### config.mk
export PLATFORM = sky130hd
export DESIGN_NAME = wbl_top
export DESIGN_NICKNAME = d
export VERILOG_FILES = /design/src/common/wbl_pkg.sv /design/src/hw/wbl_input_sel.sv /design/src/hw/wbl_delay.sv /design/src/hw/wbl_top.sv
export SDC_FILE = /design/constraint.sdc
export NUM_CORES = 2
export LEC_CHECK = 0
export BUFFER_PORTS_ARGS = -buffer_cell sky130_fd_sc_hd__buf_2
export CAP_MARGIN = 10
export CELL_PAD_IN_SITES_DETAIL_PLACEMENT = 1
export CELL_PAD_IN_SITES_GLOBAL_PLACEMENT = 2
export CORE_UTILIZATION = 39
export DETAILED_ROUTE_END_ITERATION = 16
export PLACE_DENSITY = 0.86
export SLEW_MARGIN = 20
export SYNTH_ARGS = -nofsm -noshare
export SYNTH_HDL_FRONTEND = slang
export SYNTH_SLANG_ARGS = --single-unit
### constraint.sdc
create_clock -name clock -period 3.95 [get_ports clock]
set_input_delay 0.5925 -clock clock [delete_from_list [all_inputs] [get_ports clock]]
set_output_delay 0.5925 -clock clock [all_outputs]
set_load 0.03 [all_outputs]
### src/common/wbl_pkg.sv
// constants, register map and operation types of the work bit logic cell
package wbl_pkg;
	// structure of the cell array
	localparam int NUM_BITS = 8;
	localparam int NUM_IN = 4;
	localparam int NUM_EVT = 4;
	localparam int NUM_COND = 34;
	localparam int CODE_W = 6;
	localparam int SRC_COUNT = 49;
	localparam int DLY_W = 14;
	localparam logic [DLY_W-1:0] DLY_MAX = 14'h270f;
	localparam logic [DLY_W-1:0] DLY_ZERO = 14'h0000;
	localparam logic [DLY_W-1:0] DLY_STEP = 14'h0001;

	// input source codes
	localparam int SRC_OFF = 0;
	localparam int SRC_ON = 1;
	localparam int SRC_PULSE = 2;
	localparam int SRC_EVT_BASE = 3;
	localparam int SRC_COND_BASE = 7;
	localparam int SRC_WB_BASE = 41;

	// register bus, word addressed
	localparam int ADDR_W = 8;
	localparam int DATA_W = 32;
	localparam int REG_SEL_W = 2;
	localparam int BIT_SEL_LSB = 2;
	localparam int BIT_SEL_W = 3;
	localparam logic [REG_SEL_W-1:0] REG_OP = 2'h0;
	localparam logic [REG_SEL_W-1:0] REG_SRC = 2'h1;
	localparam logic [REG_SEL_W-1:0] REG_ON = 2'h2;
	localparam logic [REG_SEL_W-1:0] REG_OFF = 2'h3;
	localparam logic [ADDR_W-1:0] MAP_LIMIT = 8'h20;
	localparam logic [ADDR_W-1:0] REG_STATUS = 8'h20;

	// field layout
	localparam int OP_LSB = 0;
	localparam int OP_W = 3;
	localparam int INV_LSB = 4;
	localparam int SRC_FIELD_STRIDE = 8;
	localparam int DLY_LSB = 0;
	localparam int STATUS_WB_LSB = 0;
	localparam int STATUS_RES_LSB = 8;

	// timing: one delay unit is one second
	localparam int CLOCK_PERIOD_NS = 50;
	localparam int UNIT_TIME_MS = 1000;
	localparam int UNIT_CYCLES = UNIT_TIME_MS * 1000000 / CLOCK_PERIOD_NS;
	localparam int PRESC_W = 25;

	typedef enum logic [2:0] {OP_NONE, OP_AND_OR, OP_OR_AND, OP_ANY, OP_ALL} wbl_op_type;
endpackage

### src/hw/wbl_input_sel.sv
// source selection and polarity of one logic input
`timescale 1ns/100ps
module wbl_input_sel (
	input wire logic [wbl_pkg::SRC_COUNT-1:0] srcVec,
	input wire logic [wbl_pkg::CODE_W-1:0] code,
	input wire logic invert,
	output logic sel
);
	import wbl_pkg::*;

	// unknown codes read as false before polarity is applied
	always_comb begin
		sel = 1'b0;
		if (code < SRC_COUNT) begin
			sel = srcVec[code];
		end
		sel = sel ^ invert;
	end
endmodule

### src/hw/wbl_delay.sv
// on and off delay stage holding one work bit
`timescale 1ns/100ps
module wbl_delay (
	input wire logic clock,
	input wire logic rst,
	input wire logic opRes,
	input wire logic tick,
	input wire logic [wbl_pkg::DLY_W-1:0] onDly,
	input wire logic [wbl_pkg::DLY_W-1:0] offDly,
	output logic workBit
);
	import wbl_pkg::*;

	logic state_q;
	logic [DLY_W-1:0] count_q;
	logic [DLY_W-1:0] target;

	// rising result waits on the on delay, falling on the off delay
	assign target = opRes ? onDly : offDly;
	assign workBit = state_q;

	// state follows the result once enough units have passed
	always_ff @(posedge clock) begin
		if (rst) begin
			state_q <= 1'b0;
		end else if (opRes != state_q) begin
			if (target == DLY_ZERO || count_q > target) begin
				state_q <= opRes;
			end
		end
	end

	// shared tick makes the first unit partial, so one extra tick is counted:
	// the bit never moves early unless the result reverses in the cycle the bit moves, as the count is kept; at worst one unit late
	always_ff @(posedge clock) begin
		if (rst || opRes == state_q) begin
			count_q <= DLY_ZERO;
		end else if (tick && count_q <= target) begin
			count_q <= count_q + DLY_STEP;
		end
	end
endmodule

### src/hw/wbl_top.sv
// array of configurable work bit logic cells with register port
//
// Contract
// - each work bit selects one of four operations on A to D or none.
// - no operation, the reset default, keeps the work bit off.
// - operation 1 is (A and B) or (C and D).
// - operation 2 is (A or C) and (B or D).
// - operation 3 is A or B or C or D.
// - operation 4 is A and B and C and D.
// - source code 0 is false, 1 true, 2 one cycle after power-up.
// - every input may be inverted before the operation.
// - a rising result waits the on delay, 0 to 9999 units, 0 none; a rise in the cycle the bit falls starts from the off delay count.
// - a falling result waits the off delay, 0 to 9999 units, 0 none; a fall in the cycle the bit rises starts from the on delay count.
`timescale 1ns/100ps
module wbl_top #(
	parameter int UNIT_CYCLES = wbl_pkg::UNIT_CYCLES
) (
	input wire logic clock,
	input wire logic rst,
	input wire logic [wbl_pkg::ADDR_W-1:0] addr,
	input wire logic [wbl_pkg::DATA_W-1:0] writeData,
	input wire logic writeStrobe,
	input wire logic readStrobe,
	output logic [wbl_pkg::DATA_W-1:0] readData,
	input wire logic [wbl_pkg::NUM_EVT-1:0] evPin,
	input wire logic [wbl_pkg::NUM_COND-1:0] condIn,
	output logic [wbl_pkg::NUM_BITS-1:0] workBit
);
	import wbl_pkg::*;

	localparam logic [PRESC_W-1:0] PRESC_LAST = PRESC_W'(UNIT_CYCLES - 1);
	localparam logic [PRESC_W-1:0] PRESC_ZERO = '0;
	localparam logic [PRESC_W-1:0] PRESC_STEP = PRESC_W'(1);

	// configuration
	wbl_op_type opSel_q [NUM_BITS];
	logic [NUM_IN-1:0] inv_q [NUM_BITS];
	logic [CODE_W-1:0] code_q [NUM_BITS][NUM_IN];
	logic [DLY_W-1:0] onDly_q [NUM_BITS];
	logic [DLY_W-1:0] offDly_q [NUM_BITS];

	// datapath
	logic [NUM_EVT-1:0] evS1_q;
	logic [NUM_EVT-1:0] evS2_q;
	logic [NUM_EVT-1:0] evS3_q;
	logic [NUM_EVT-1:0] evF_q;
	logic started_q;
	logic pulse_q;
	logic [PRESC_W-1:0] presc_q;
	logic tick_q;
	logic [SRC_COUNT-1:0] allSrc;
	logic [NUM_IN-1:0] opIn [NUM_BITS];
	logic [NUM_BITS-1:0] opRes_d;
	logic [NUM_BITS-1:0] opRes_q;
	logic [NUM_BITS-1:0] wbState;

	// register port
	logic [BIT_SEL_W-1:0] bitSel;
	logic [REG_SEL_W-1:0] regSel;
	logic inMap;
	logic [DATA_W-1:0] readMux;
	logic [DATA_W-1:0] readData_q;
	logic [OP_W-1:0] opField;
	logic [DLY_W-1:0] dlyField;
	logic [DLY_W-1:0] dlyClamped;

	// event pins: three stages, a change counts once stages two and three agree
	always_ff @(posedge clock) begin
		if (rst) begin
			evS1_q <= '0;
			evS2_q <= '0;
			evS3_q <= '0;
		end else begin
			evS1_q <= evPin;
			evS2_q <= evS1_q;
			evS3_q <= evS2_q;
		end
	end

	generate
		for (genvar e = 0; e < NUM_EVT; e++) begin : g_evt
			// filtered level only moves when the last two stages match
			always_ff @(posedge clock) begin
				if (rst) begin
					evF_q[e] <= 1'b0;
				end else if (evS2_q[e] == evS3_q[e]) begin
					evF_q[e] <= evS3_q[e];
				end
			end
		end
	endgenerate

	// power-up pulse: high for exactly the first cycle after reset release
	always_ff @(posedge clock) begin
		if (rst) begin
			started_q <= 1'b0;
			pulse_q <= 1'b0;
		end else begin
			started_q <= 1'b1;
			pulse_q <= !started_q;
		end
	end

	// delay time base, one tick per unit shared by all cells
	always_ff @(posedge clock) begin
		if (rst) begin
			presc_q <= PRESC_ZERO;
			tick_q <= 1'b0;
		end else if (presc_q == PRESC_LAST) begin
			presc_q <= PRESC_ZERO;
			tick_q <= 1'b1;
		end else begin
			presc_q <= presc_q + PRESC_STEP;
			tick_q <= 1'b0;
		end
	end

	// source vector indexed by code; work bits feed back as registered values
	assign allSrc = {wbState, condIn, evF_q, pulse_q, 1'b1, 1'b0};
	assign workBit = wbState;

	generate
		for (genvar g = 0; g < NUM_BITS; g++) begin : g_cell
			for (genvar j = 0; j < NUM_IN; j++) begin : g_in
				wbl_input_sel u_sel (
					.srcVec(allSrc),
					.code(code_q[g][j]),
					.invert(inv_q[g][j]),
					.sel(opIn[g][j])
				);
			end

			// operation on inputs A..D (bits 0..3)
			always_comb begin
				opRes_d[g] = 1'b0;
				unique case (opSel_q[g])
					OP_NONE: opRes_d[g] = 1'b0;
					OP_AND_OR: opRes_d[g] = (opIn[g][0] && opIn[g][1]) ||
						(opIn[g][2] && opIn[g][3]);
					OP_OR_AND: opRes_d[g] = (opIn[g][0] || opIn[g][2]) &&
						(opIn[g][1] || opIn[g][3]);
					OP_ANY: opRes_d[g] = |opIn[g];
					OP_ALL: opRes_d[g] = &opIn[g];
					default: opRes_d[g] = 1'b0;
				endcase
			end

			// one evaluation per cycle keeps feedback loops free of combinational paths
			always_ff @(posedge clock) begin
				if (rst) begin
					opRes_q[g] <= 1'b0;
				end else begin
					opRes_q[g] <= opRes_d[g];
				end
			end

			wbl_delay u_dly (
				.clock(clock),
				.rst(rst),
				.opRes(opRes_q[g]),
				.tick(tick_q),
				.onDly(onDly_q[g]),
				.offDly(offDly_q[g]),
				.workBit(wbState[g])
			);

		end
	endgenerate

	// address decode, word per register, four per work bit
	assign bitSel = addr[BIT_SEL_LSB +: BIT_SEL_W];
	assign regSel = addr[REG_SEL_W-1:0];
	assign inMap = addr < MAP_LIMIT;
	assign opField = writeData[OP_LSB +: OP_W];
	assign dlyField = writeData[DLY_LSB +: DLY_W];
	assign dlyClamped = (dlyField > DLY_MAX) ? DLY_MAX : dlyField;

	// configuration writes; illegal operation codes fall back to none
	always_ff @(posedge clock) begin
		if (rst) begin
			for (int b = 0; b < NUM_BITS; b++) begin
				opSel_q[b] <= OP_NONE;
				inv_q[b] <= '0;
				onDly_q[b] <= DLY_ZERO;
				offDly_q[b] <= DLY_ZERO;
				for (int j = 0; j < NUM_IN; j++) begin
					code_q[b][j] <= '0;
				end
			end
		end else if (writeStrobe && inMap) begin
			unique case (regSel)
				REG_OP: begin
					opSel_q[bitSel] <= (opField > OP_W'(OP_ALL)) ? OP_NONE :
						wbl_op_type'(opField);
					inv_q[bitSel] <= writeData[INV_LSB +: NUM_IN];
				end
				REG_SRC: begin
					for (int j = 0; j < NUM_IN; j++) begin
						code_q[bitSel][j] <= writeData[j*SRC_FIELD_STRIDE +: CODE_W];
					end
				end
				REG_ON: onDly_q[bitSel] <= dlyClamped;
				REG_OFF: offDly_q[bitSel] <= dlyClamped;
			endcase
		end
	end

	// read mux; unmapped addresses and reserved bits read zero
	always_comb begin
		readMux = '0;
		if (inMap) begin
			unique case (regSel)
				REG_OP: begin
					readMux[OP_LSB +: OP_W] = opSel_q[bitSel];
					readMux[INV_LSB +: NUM_IN] = inv_q[bitSel];
				end
				REG_SRC: begin
					for (int j = 0; j < NUM_IN; j++) begin
						readMux[j*SRC_FIELD_STRIDE +: CODE_W] = code_q[bitSel][j];
					end
				end
				REG_ON: readMux[DLY_LSB +: DLY_W] = onDly_q[bitSel];
				REG_OFF: readMux[DLY_LSB +: DLY_W] = offDly_q[bitSel];
			endcase
		end else if (addr == REG_STATUS) begin
			readMux[STATUS_WB_LSB +: NUM_BITS] = wbState;
			readMux[STATUS_RES_LSB +: NUM_BITS] = opRes_q;
		end
	end

	// read data stand only in the cycle after the strobe
	always_ff @(posedge clock) begin
		if (rst) begin
			readData_q <= '0;
		end else if (readStrobe) begin
			readData_q <= readMux;
		end else begin
			readData_q <= '0;
		end
	end

	assign readData = readData_q;
endmodule

-- After elaboration in Yosys (flattened, before gate mapping)
Memory sizes are Yosys's and may differ from the RTL's.
Cells that the tools add are included.
- add/subtract/negate cells: 9
- $lt $le $gt $ge: 83
- equality and inequality tests: 57
- mux-type cells: 156
- bitwise logic cells: 36
- reduce and logical (&&, ||, !) cells: 116
- operators by type and width (cell ; number):
    less-than comparator 6 x 7 -> 1 bit, second input constant ; 32
    binary-select mux 1 bit (select 6 bit) ; 32
    less-than comparator 6 bit, second input constant ; 32
    2-to-1 mux 14 bit ; 13
    adder 14 x 1 -> 14 bit, second input constant ; 8
    > comparator 14 bit ; 8
    <= comparator 14 bit ; 8
    zero test 14 bit ; 8
    2-to-1 mux 1 bit ; 89
    equality test 3 x 2 -> 1 bit, second input constant ; 16
    OR reduction 4 bit ; 11
    logical OR 1 bit ; 40
    logical AND 1 bit ; 33
    case mux 1 bit (4 select lines) ; 8
    AND reduction 4 bit ; 8
    XOR 1 bit ; 32
    OR reduction 14 bit ; 2
    adder 25 x 1 -> 25 bit, second input constant ; 1
    equality test 25 bit, second input constant ; 1
    equality test 3 x 1 -> 1 bit, second input constant ; 8
    equality test 3 bit, second input constant ; 8
    2-to-1 mux 24 bit ; 1
    OR reduction 24 bit ; 1
    2-to-1 mux 3 bit ; 7
    other kinds (20) ; 50
- register bits after elaboration: 204
- RAM bits: 472
- bits of input ports: 82
- output and inout bits: 40
- logic and storage cells: 501
- memories: 5
- memories (name ; depth ; width ; rd ports ; clocked after memory_dff ; wr ports ; RTL line ; RTL):
    code_q ; 8 ; 24 ; 9 ; 0 ; 8 ; wbl_top.sv:38 ; logic [CODE_W-1:0] code_q [NUM_BITS][NUM_IN];
    offDly_q ; 8 ; 14 ; 9 ; 0 ; 8 ; wbl_top.sv:40 ; logic [DLY_W-1:0] offDly_q [NUM_BITS];
    onDly_q ; 8 ; 14 ; 9 ; 0 ; 8 ; wbl_top.sv:39 ; logic [DLY_W-1:0] onDly_q [NUM_BITS];
    inv_q ; 8 ; 4 ; 9 ; 0 ; 8 ; wbl_top.sv:37 ; logic [NUM_IN-1:0] inv_q [NUM_BITS];
    opSel_q ; 8 ; 3 ; 9 ; 0 ; 8 ; wbl_top.sv:36 ; wbl_op_type opSel_q [NUM_BITS];

-- Longest topological paths before layout
An unclocked memory read counts as a cell.
- depth in word-level cells: 8
- mapped depth: 15
- gate-level depth less buffers: 11

-- Cells and area by module
Synthesis repeated with hierarchy kept, for this count alone.
- cell total of the unflattened synthesis: 4774
- area total of the unflattened synthesis: 50420.9 µm²
- by module, submodules not included (module ; instances ; cells an instance ; area each (µm²) ; seq. area each (µm²)):
    wbl_top ; 1 ; 1985 ; 24474.7 ; 15775.1
    wbl_input_sel ; 32 ; 48 ; 493.0 ; 0.0
    wbl_delay (g_cell[0].u_dly ...) ; 7 ; 157 ; 1267.5 ; 300.3
    wbl_delay (g_cell[7].u_dly) ; 1 ; 154 ; 1298.7 ; 300.3

-- Least setup slack after synthesis
No wires, ideal clock.
- path kind: input to register
- start: in addr[4] (netlist name)
- end: mem code_q[6][0] (netlist name) (enable)
- setup time: 0.438 ns
- arrival: 3.557 ns
- required time: 3.512 ns
- setup slack: -0.046 ns
- stages: 6
- buffers on the path: 2
- cells stage by stage: buf_1 -> nand2_1 -> nor2_1 -> clkbuf_1 -> inv_1 -> o21ai_0
- RTL lines (what ; RTL line ; RTL):
    start, declared ; wbl_top.sv:20 ; input wire logic [wbl_pkg::ADDR_W-1:0] addr,
    end, declared ; wbl_top.sv:38 ;

-- Worst setup path after layout
- start: reg evF_q[2] (netlist: allSrc[5])
- end: reg opRes_q[4]
- longest elaborated chain between the ends: 7
- elaborated cells between the ends (all ways): 25
- those cells by class: mux (13); bitwise (4); reduce/logical (8)
- RTL lines (what ; RTL line ; RTL):
    start, declared ; wbl_top.sv:46 ; logic [NUM_EVT-1:0] evF_q;
    start signal, assigned by index ; wbl_top.sv:87 ; evF_q[e] <= evS3_q[e];
    binary-select mux 1 bit (select 6 bit) ; wbl_input_sel.sv:15 ; sel = srcVec[code];
    2-to-1 mux 1 bit (implied by the code) ; wbl_input_sel.sv:15 ;
    2-to-1 mux 1 bit ; wbl_input_sel.sv:14 ; if (code < SRC_COUNT) begin
    XOR 1 bit ; wbl_input_sel.sv:17 ; sel = sel ^ invert;
    logical OR 1 bit (tied with other cells) ; wbl_top.sv:140 ; OP_OR_AND: opRes_d[g] = (opIn[g][0] || opIn[g][2]) &&
    logical AND 1 bit or logical OR 1 bit (tied branches) ; wbl_top.sv:140, wbl_top.sv:138 ;
    case mux 1 bit (4 select lines) (*) ; wbl_top.sv:136 ; unique case (opSel_q[g])
    end signal, assigned by index ; wbl_top.sv:153 ; opRes_q[g] <= opRes_d[g];
    end, declared ; wbl_top.sv:54 ; logic [NUM_BITS-1:0] opRes_q;
Every way passes the cells marked *; elsewhere a longest branch is shown, timed or not. The select of a mux whose other input is x is not followed.
A chain may end at the register's enable or synchronous reset.

==> results.yml <==
sta:
  report.final.hold_viol_count: 0
  finalClockSkew_ns: 0.0502
  slew-limit-headroom: 0.240
  final-max-slew-violation-count: 0
  unrepaired_setup_endpoints_after_global_routing: "false"
  fmax_mhz: 257
  finalCritPeriodShare: 0.987
  worst_pin_slew_ns: 1.14
  setup_viol: 0
  layout_setup_ws_ns: 0.0523
  post-route-min-period_ns: 3.90
pwr:
  share_comb_of_total_power: 0.159
  internal_power_mw: 13.8
  static-leakage-power_nw: 19.1
  total_power_mw: 19.6
  power.share.switching: 0.297
  seq_power_share: 0.428
  vdd.ir_drop.worst_v: 0.000313
  power_switching_mw: 5.82
  pwr_density_cell_mw_per_mm2: 370
  clock_power_share: 0.413
layout:
  fraction_of_layout_instances_using_a_drive_strength_above_1: 0.222
  layout.cells.most_common: "sky130_fd_sc_hd__edfxtp_1"
  layout.nets: 4578
  finish.cell_count_without_fillers: 6052
  most_frequent_cells_in_the_layout: "472 x sky130_fd_sc_hd__edfxtp_1, 437 x sky130_fd_sc_hd__nor2_1, 353 x sky130_fd_sc_hd__mux4_2"
  layout.cell_area.non_filler_mm2: 0.0530
  synthToLayoutAreaGrowth_pct: 13.2
cts:
  source_to_sink_clock_delay_at_the_later_pin_of_the_worst_skew_pair_ns: 0.71
  ctsRootBufferMaster: "sky130_fd_sc_hd__clkbuf_16"
  hold_fix_buffer_count_after_cts: 0
  clk_pin_slew_worst_paths_ns: 0.07
  tritoncts_sinks: 672
  clock_h_tree_levels: 3
  tritoncts: "done"
  ctsResizeCount: 0
  clockBufferDepth: 3
  cts_made_buffers: 83
  cts.repair_timing.setup_buffer_count: 0
floorplan:
  fp-row-count: 126
  die_width_um: 348
  ios: 122
  design.die.area_mm2: 0.121
  initial_core_util: 0.395
  design.core.area_mm2: 0.119
  floorplan.die.height_um: 348
routing:
  via_per_inst: 6.90
  vias: 41747
  drt_first_pass_iters: 6
  drt.antenna.violating_nets: 0
  drc_errors: 0
  drt_wl_total_um: 204000
  drt-initial-drc-count: 6180
  detail_route.wl_per_cell_um: 33.7
critical_path:
  worstSetupPathType: "reg2reg"
  critical_path_required_ns: 4.57
  worst_ep_arrival_time_ns: 4.51
  kind_of_start_point_of_the_critical_path: "flop"
  cp-end-kind: "flop"
  crit_path_max_fanout: 11
place:
  numPlacedInstances: 5887
  numPortBuffers: 111
  postPlaceCellArea_mm2: 0.0500
  place.detailed.hpwl_um: 146000
  gpl.final_weighted_congestion: 1.02
  dp_worst_setup_slack_ns: -0.0647
yosys:
  yosys_register_bits: 672
  synth_enable_flop_cells: 472
  synth-main-ff-cell: "sky130_fd_sc_hd__edfxtp_1"
  syn_area_mm2: 0.0468
  synth_top_area_share: 0.303
  synth_cell_type_count: 80
  synth.area.top_cells: "sky130_fd_sc_hd__edfxtp_1 30%, sky130_fd_sc_hd__mux4_2 17%, sky130_fd_sc_hd__dfxtp_1 8.6%, sky130_fd_sc_hd__mux2i_1 5.1%, sky130_fd_sc_hd__nor2_1 3.5%"
  avgSynthCellArea_um2: 10.8
  syn_inst: 4345
  cell_taking_the_most_area_after_synthesis: "sky130_fd_sc_hd__edfxtp_1"
  yosysSeqAreaShare: 0.388
  yosys_warnings: 0
  synthArstFlopShare: 0
grt:
  first_global_vias: 40614
  grt_max_degree: 49
  antenna_violations_before_repair: 17
  globalRoute.totalOverflow: 0
  grt_util_all_layers: 0.328
  grt_pass1_wl_um: 291000
run_status:
  status: "complete, no violations"
flow_run:
  timing.max_cap.violations: 0
min_path:
  worstHoldPathType: "in2reg"
## Yosys cell counts, types with 12 or more instances
cell                       number
sky130_fd_sc_hd__a211oi_1      21
sky130_fd_sc_hd__a21o_1        21
sky130_fd_sc_hd__a21oi_1      144
sky130_fd_sc_hd__a221oi_1      48
sky130_fd_sc_hd__a22o_1        52
sky130_fd_sc_hd__a22oi_1      158
sky130_fd_sc_hd__a31oi_1       70
sky130_fd_sc_hd__and2_1       218
sky130_fd_sc_hd__and3_1        87
sky130_fd_sc_hd__buf_1         53
sky130_fd_sc_hd__buf_2         20
sky130_fd_sc_hd__buf_4         13
sky130_fd_sc_hd__clkbuf_1     396
sky130_fd_sc_hd__dfxtp_1      200
sky130_fd_sc_hd__edfxtp_1     472
sky130_fd_sc_hd__ha_1         121
sky130_fd_sc_hd__inv_1         79
sky130_fd_sc_hd__mux2_2        28
sky130_fd_sc_hd__mux2i_1      237
sky130_fd_sc_hd__mux4_2       353
sky130_fd_sc_hd__nand2_1      230
sky130_fd_sc_hd__nand2b_1      21
sky130_fd_sc_hd__nand3_1       93
sky130_fd_sc_hd__nand3b_1      21
sky130_fd_sc_hd__nand4_1      103
sky130_fd_sc_hd__nand4b_1      17
sky130_fd_sc_hd__nor2_1       440
sky130_fd_sc_hd__nor2b_1       61
sky130_fd_sc_hd__nor3_1        34
sky130_fd_sc_hd__nor3b_1       17
sky130_fd_sc_hd__nor4_1        21
sky130_fd_sc_hd__o211ai_1      16
sky130_fd_sc_hd__o21ai_0       95
sky130_fd_sc_hd__o311ai_0      15
sky130_fd_sc_hd__o31ai_1       12
sky130_fd_sc_hd__o41ai_1       16
sky130_fd_sc_hd__or2_2         16
sky130_fd_sc_hd__or3_1         35
sky130_fd_sc_hd__or4_1         14
sky130_fd_sc_hd__xnor2_1       43
sky130_fd_sc_hd__xor2_1        75
## registers in the layout, summed over array words and instances, names as in the netlist
signal / flops
readData: 28
pulse_q: 1
offDly_q: 112
onDly_q: 112
evS1_q: 4
inv_q: 32
g_cell.u_dly.count_q: 112
presc_q: 25
allSrc: 4
code_q: 192
evS3_q: 4
tick_q: 1
opRes_q: 8
evS2_q: 4
started_q: 1
opSel_q: 24
g_cell.u_dly.workBit: 8
## path summary, 6_finish.rpt
kind	slack, ns	end	cells after the start	startpoint
worst max-delay path	0.05	opRes_q[4]	9	allSrc[5]
worst min-delay path	0.12	evS1_q[3]	2	evPin[3]
worst max register to register	0.05	opRes_q[4]	9	allSrc[5]
worst min register to register	0.38	pulse_q	1	started_q
## power groups by stage
stage / Combinational [mW] / Clock (mW) / Sequential (mW)
final: 3.12 / 8.10 / 8.38
after global routing: 3.21 / 8.44 / 8.40
after CTS: 3.00 / 8.16 / 8.36
after detailed placement: 2.99 / 0 / 8.50
after global placement: 2.91 / 0 / 8.48
after floorplan: 2.01 / 0 / 8.09
## layout make-up
| cell class | instances | area, um^2 |
|---|---|---|
| clock buffers | 116 | 2450 |
| clock inverters | 38 | 429 |
| inverters | 80 | 300 |
| diodes | 8 | 20.0 |
| flip-flops and latches | 672 | 18200 |
| repair buffers | 426 | 3100 |
| well taps | 1600 | 2000 |
| multi-input cells | 3112 | 26500 |
| fillers | 12815 | 65600 |
## logic make-up (layout without fill, tap and decap cells)
family          after synthesis  count (layout)  share of synthesized area
simple gates               1463            1463                      0.161
compound gates              780             780                      0.117
flops                       672             672                      0.388
mux                         626             626                      0.232
buf+inv                     564             660                     0.0471
fa+ha+maj                   121             121                     0.0323
xor+xnor                    118             118                     0.0221
other cells                   1              12                  0.0000801
## layer usage
metal / track usage / part of all wire
met5: 0 / 0.00054
met4: 0.150 / 0.051
met3: 0.124 / 0.15
met2: 0.479 / 0.43
met1: 0.431 / 0.37
## stage by stage
stage	TNS, ns	utilization	hold slack, ns
final	0	0.447	0.116
after global routing	0	0.447	0.122
after CTS	0	0.446	0.0916
after detailed placement	-0.0647	0.422	0.374
after global placement	0	0.422	0.372
after floorplan	0	-	0.363
## critical path: stages (launching register included)
cell                       delay (ns)
sky130_fd_sc_hd__dfxtp_1         0.64
sky130_fd_sc_hd__buf_4           0.36
sky130_fd_sc_hd__mux4_2          0.47
sky130_fd_sc_hd__mux4_2          0.48
sky130_fd_sc_hd__o311ai_1        0.69
sky130_fd_sc_hd__buf_4           0.28
sky130_fd_sc_hd__xnor2_1         0.25
sky130_fd_sc_hd__nand3_1         0.13
sky130_fd_sc_hd__a31o_2          0.26
sky130_fd_sc_hd__o31ai_1         0.25
(Power assumes the default switching activity.)
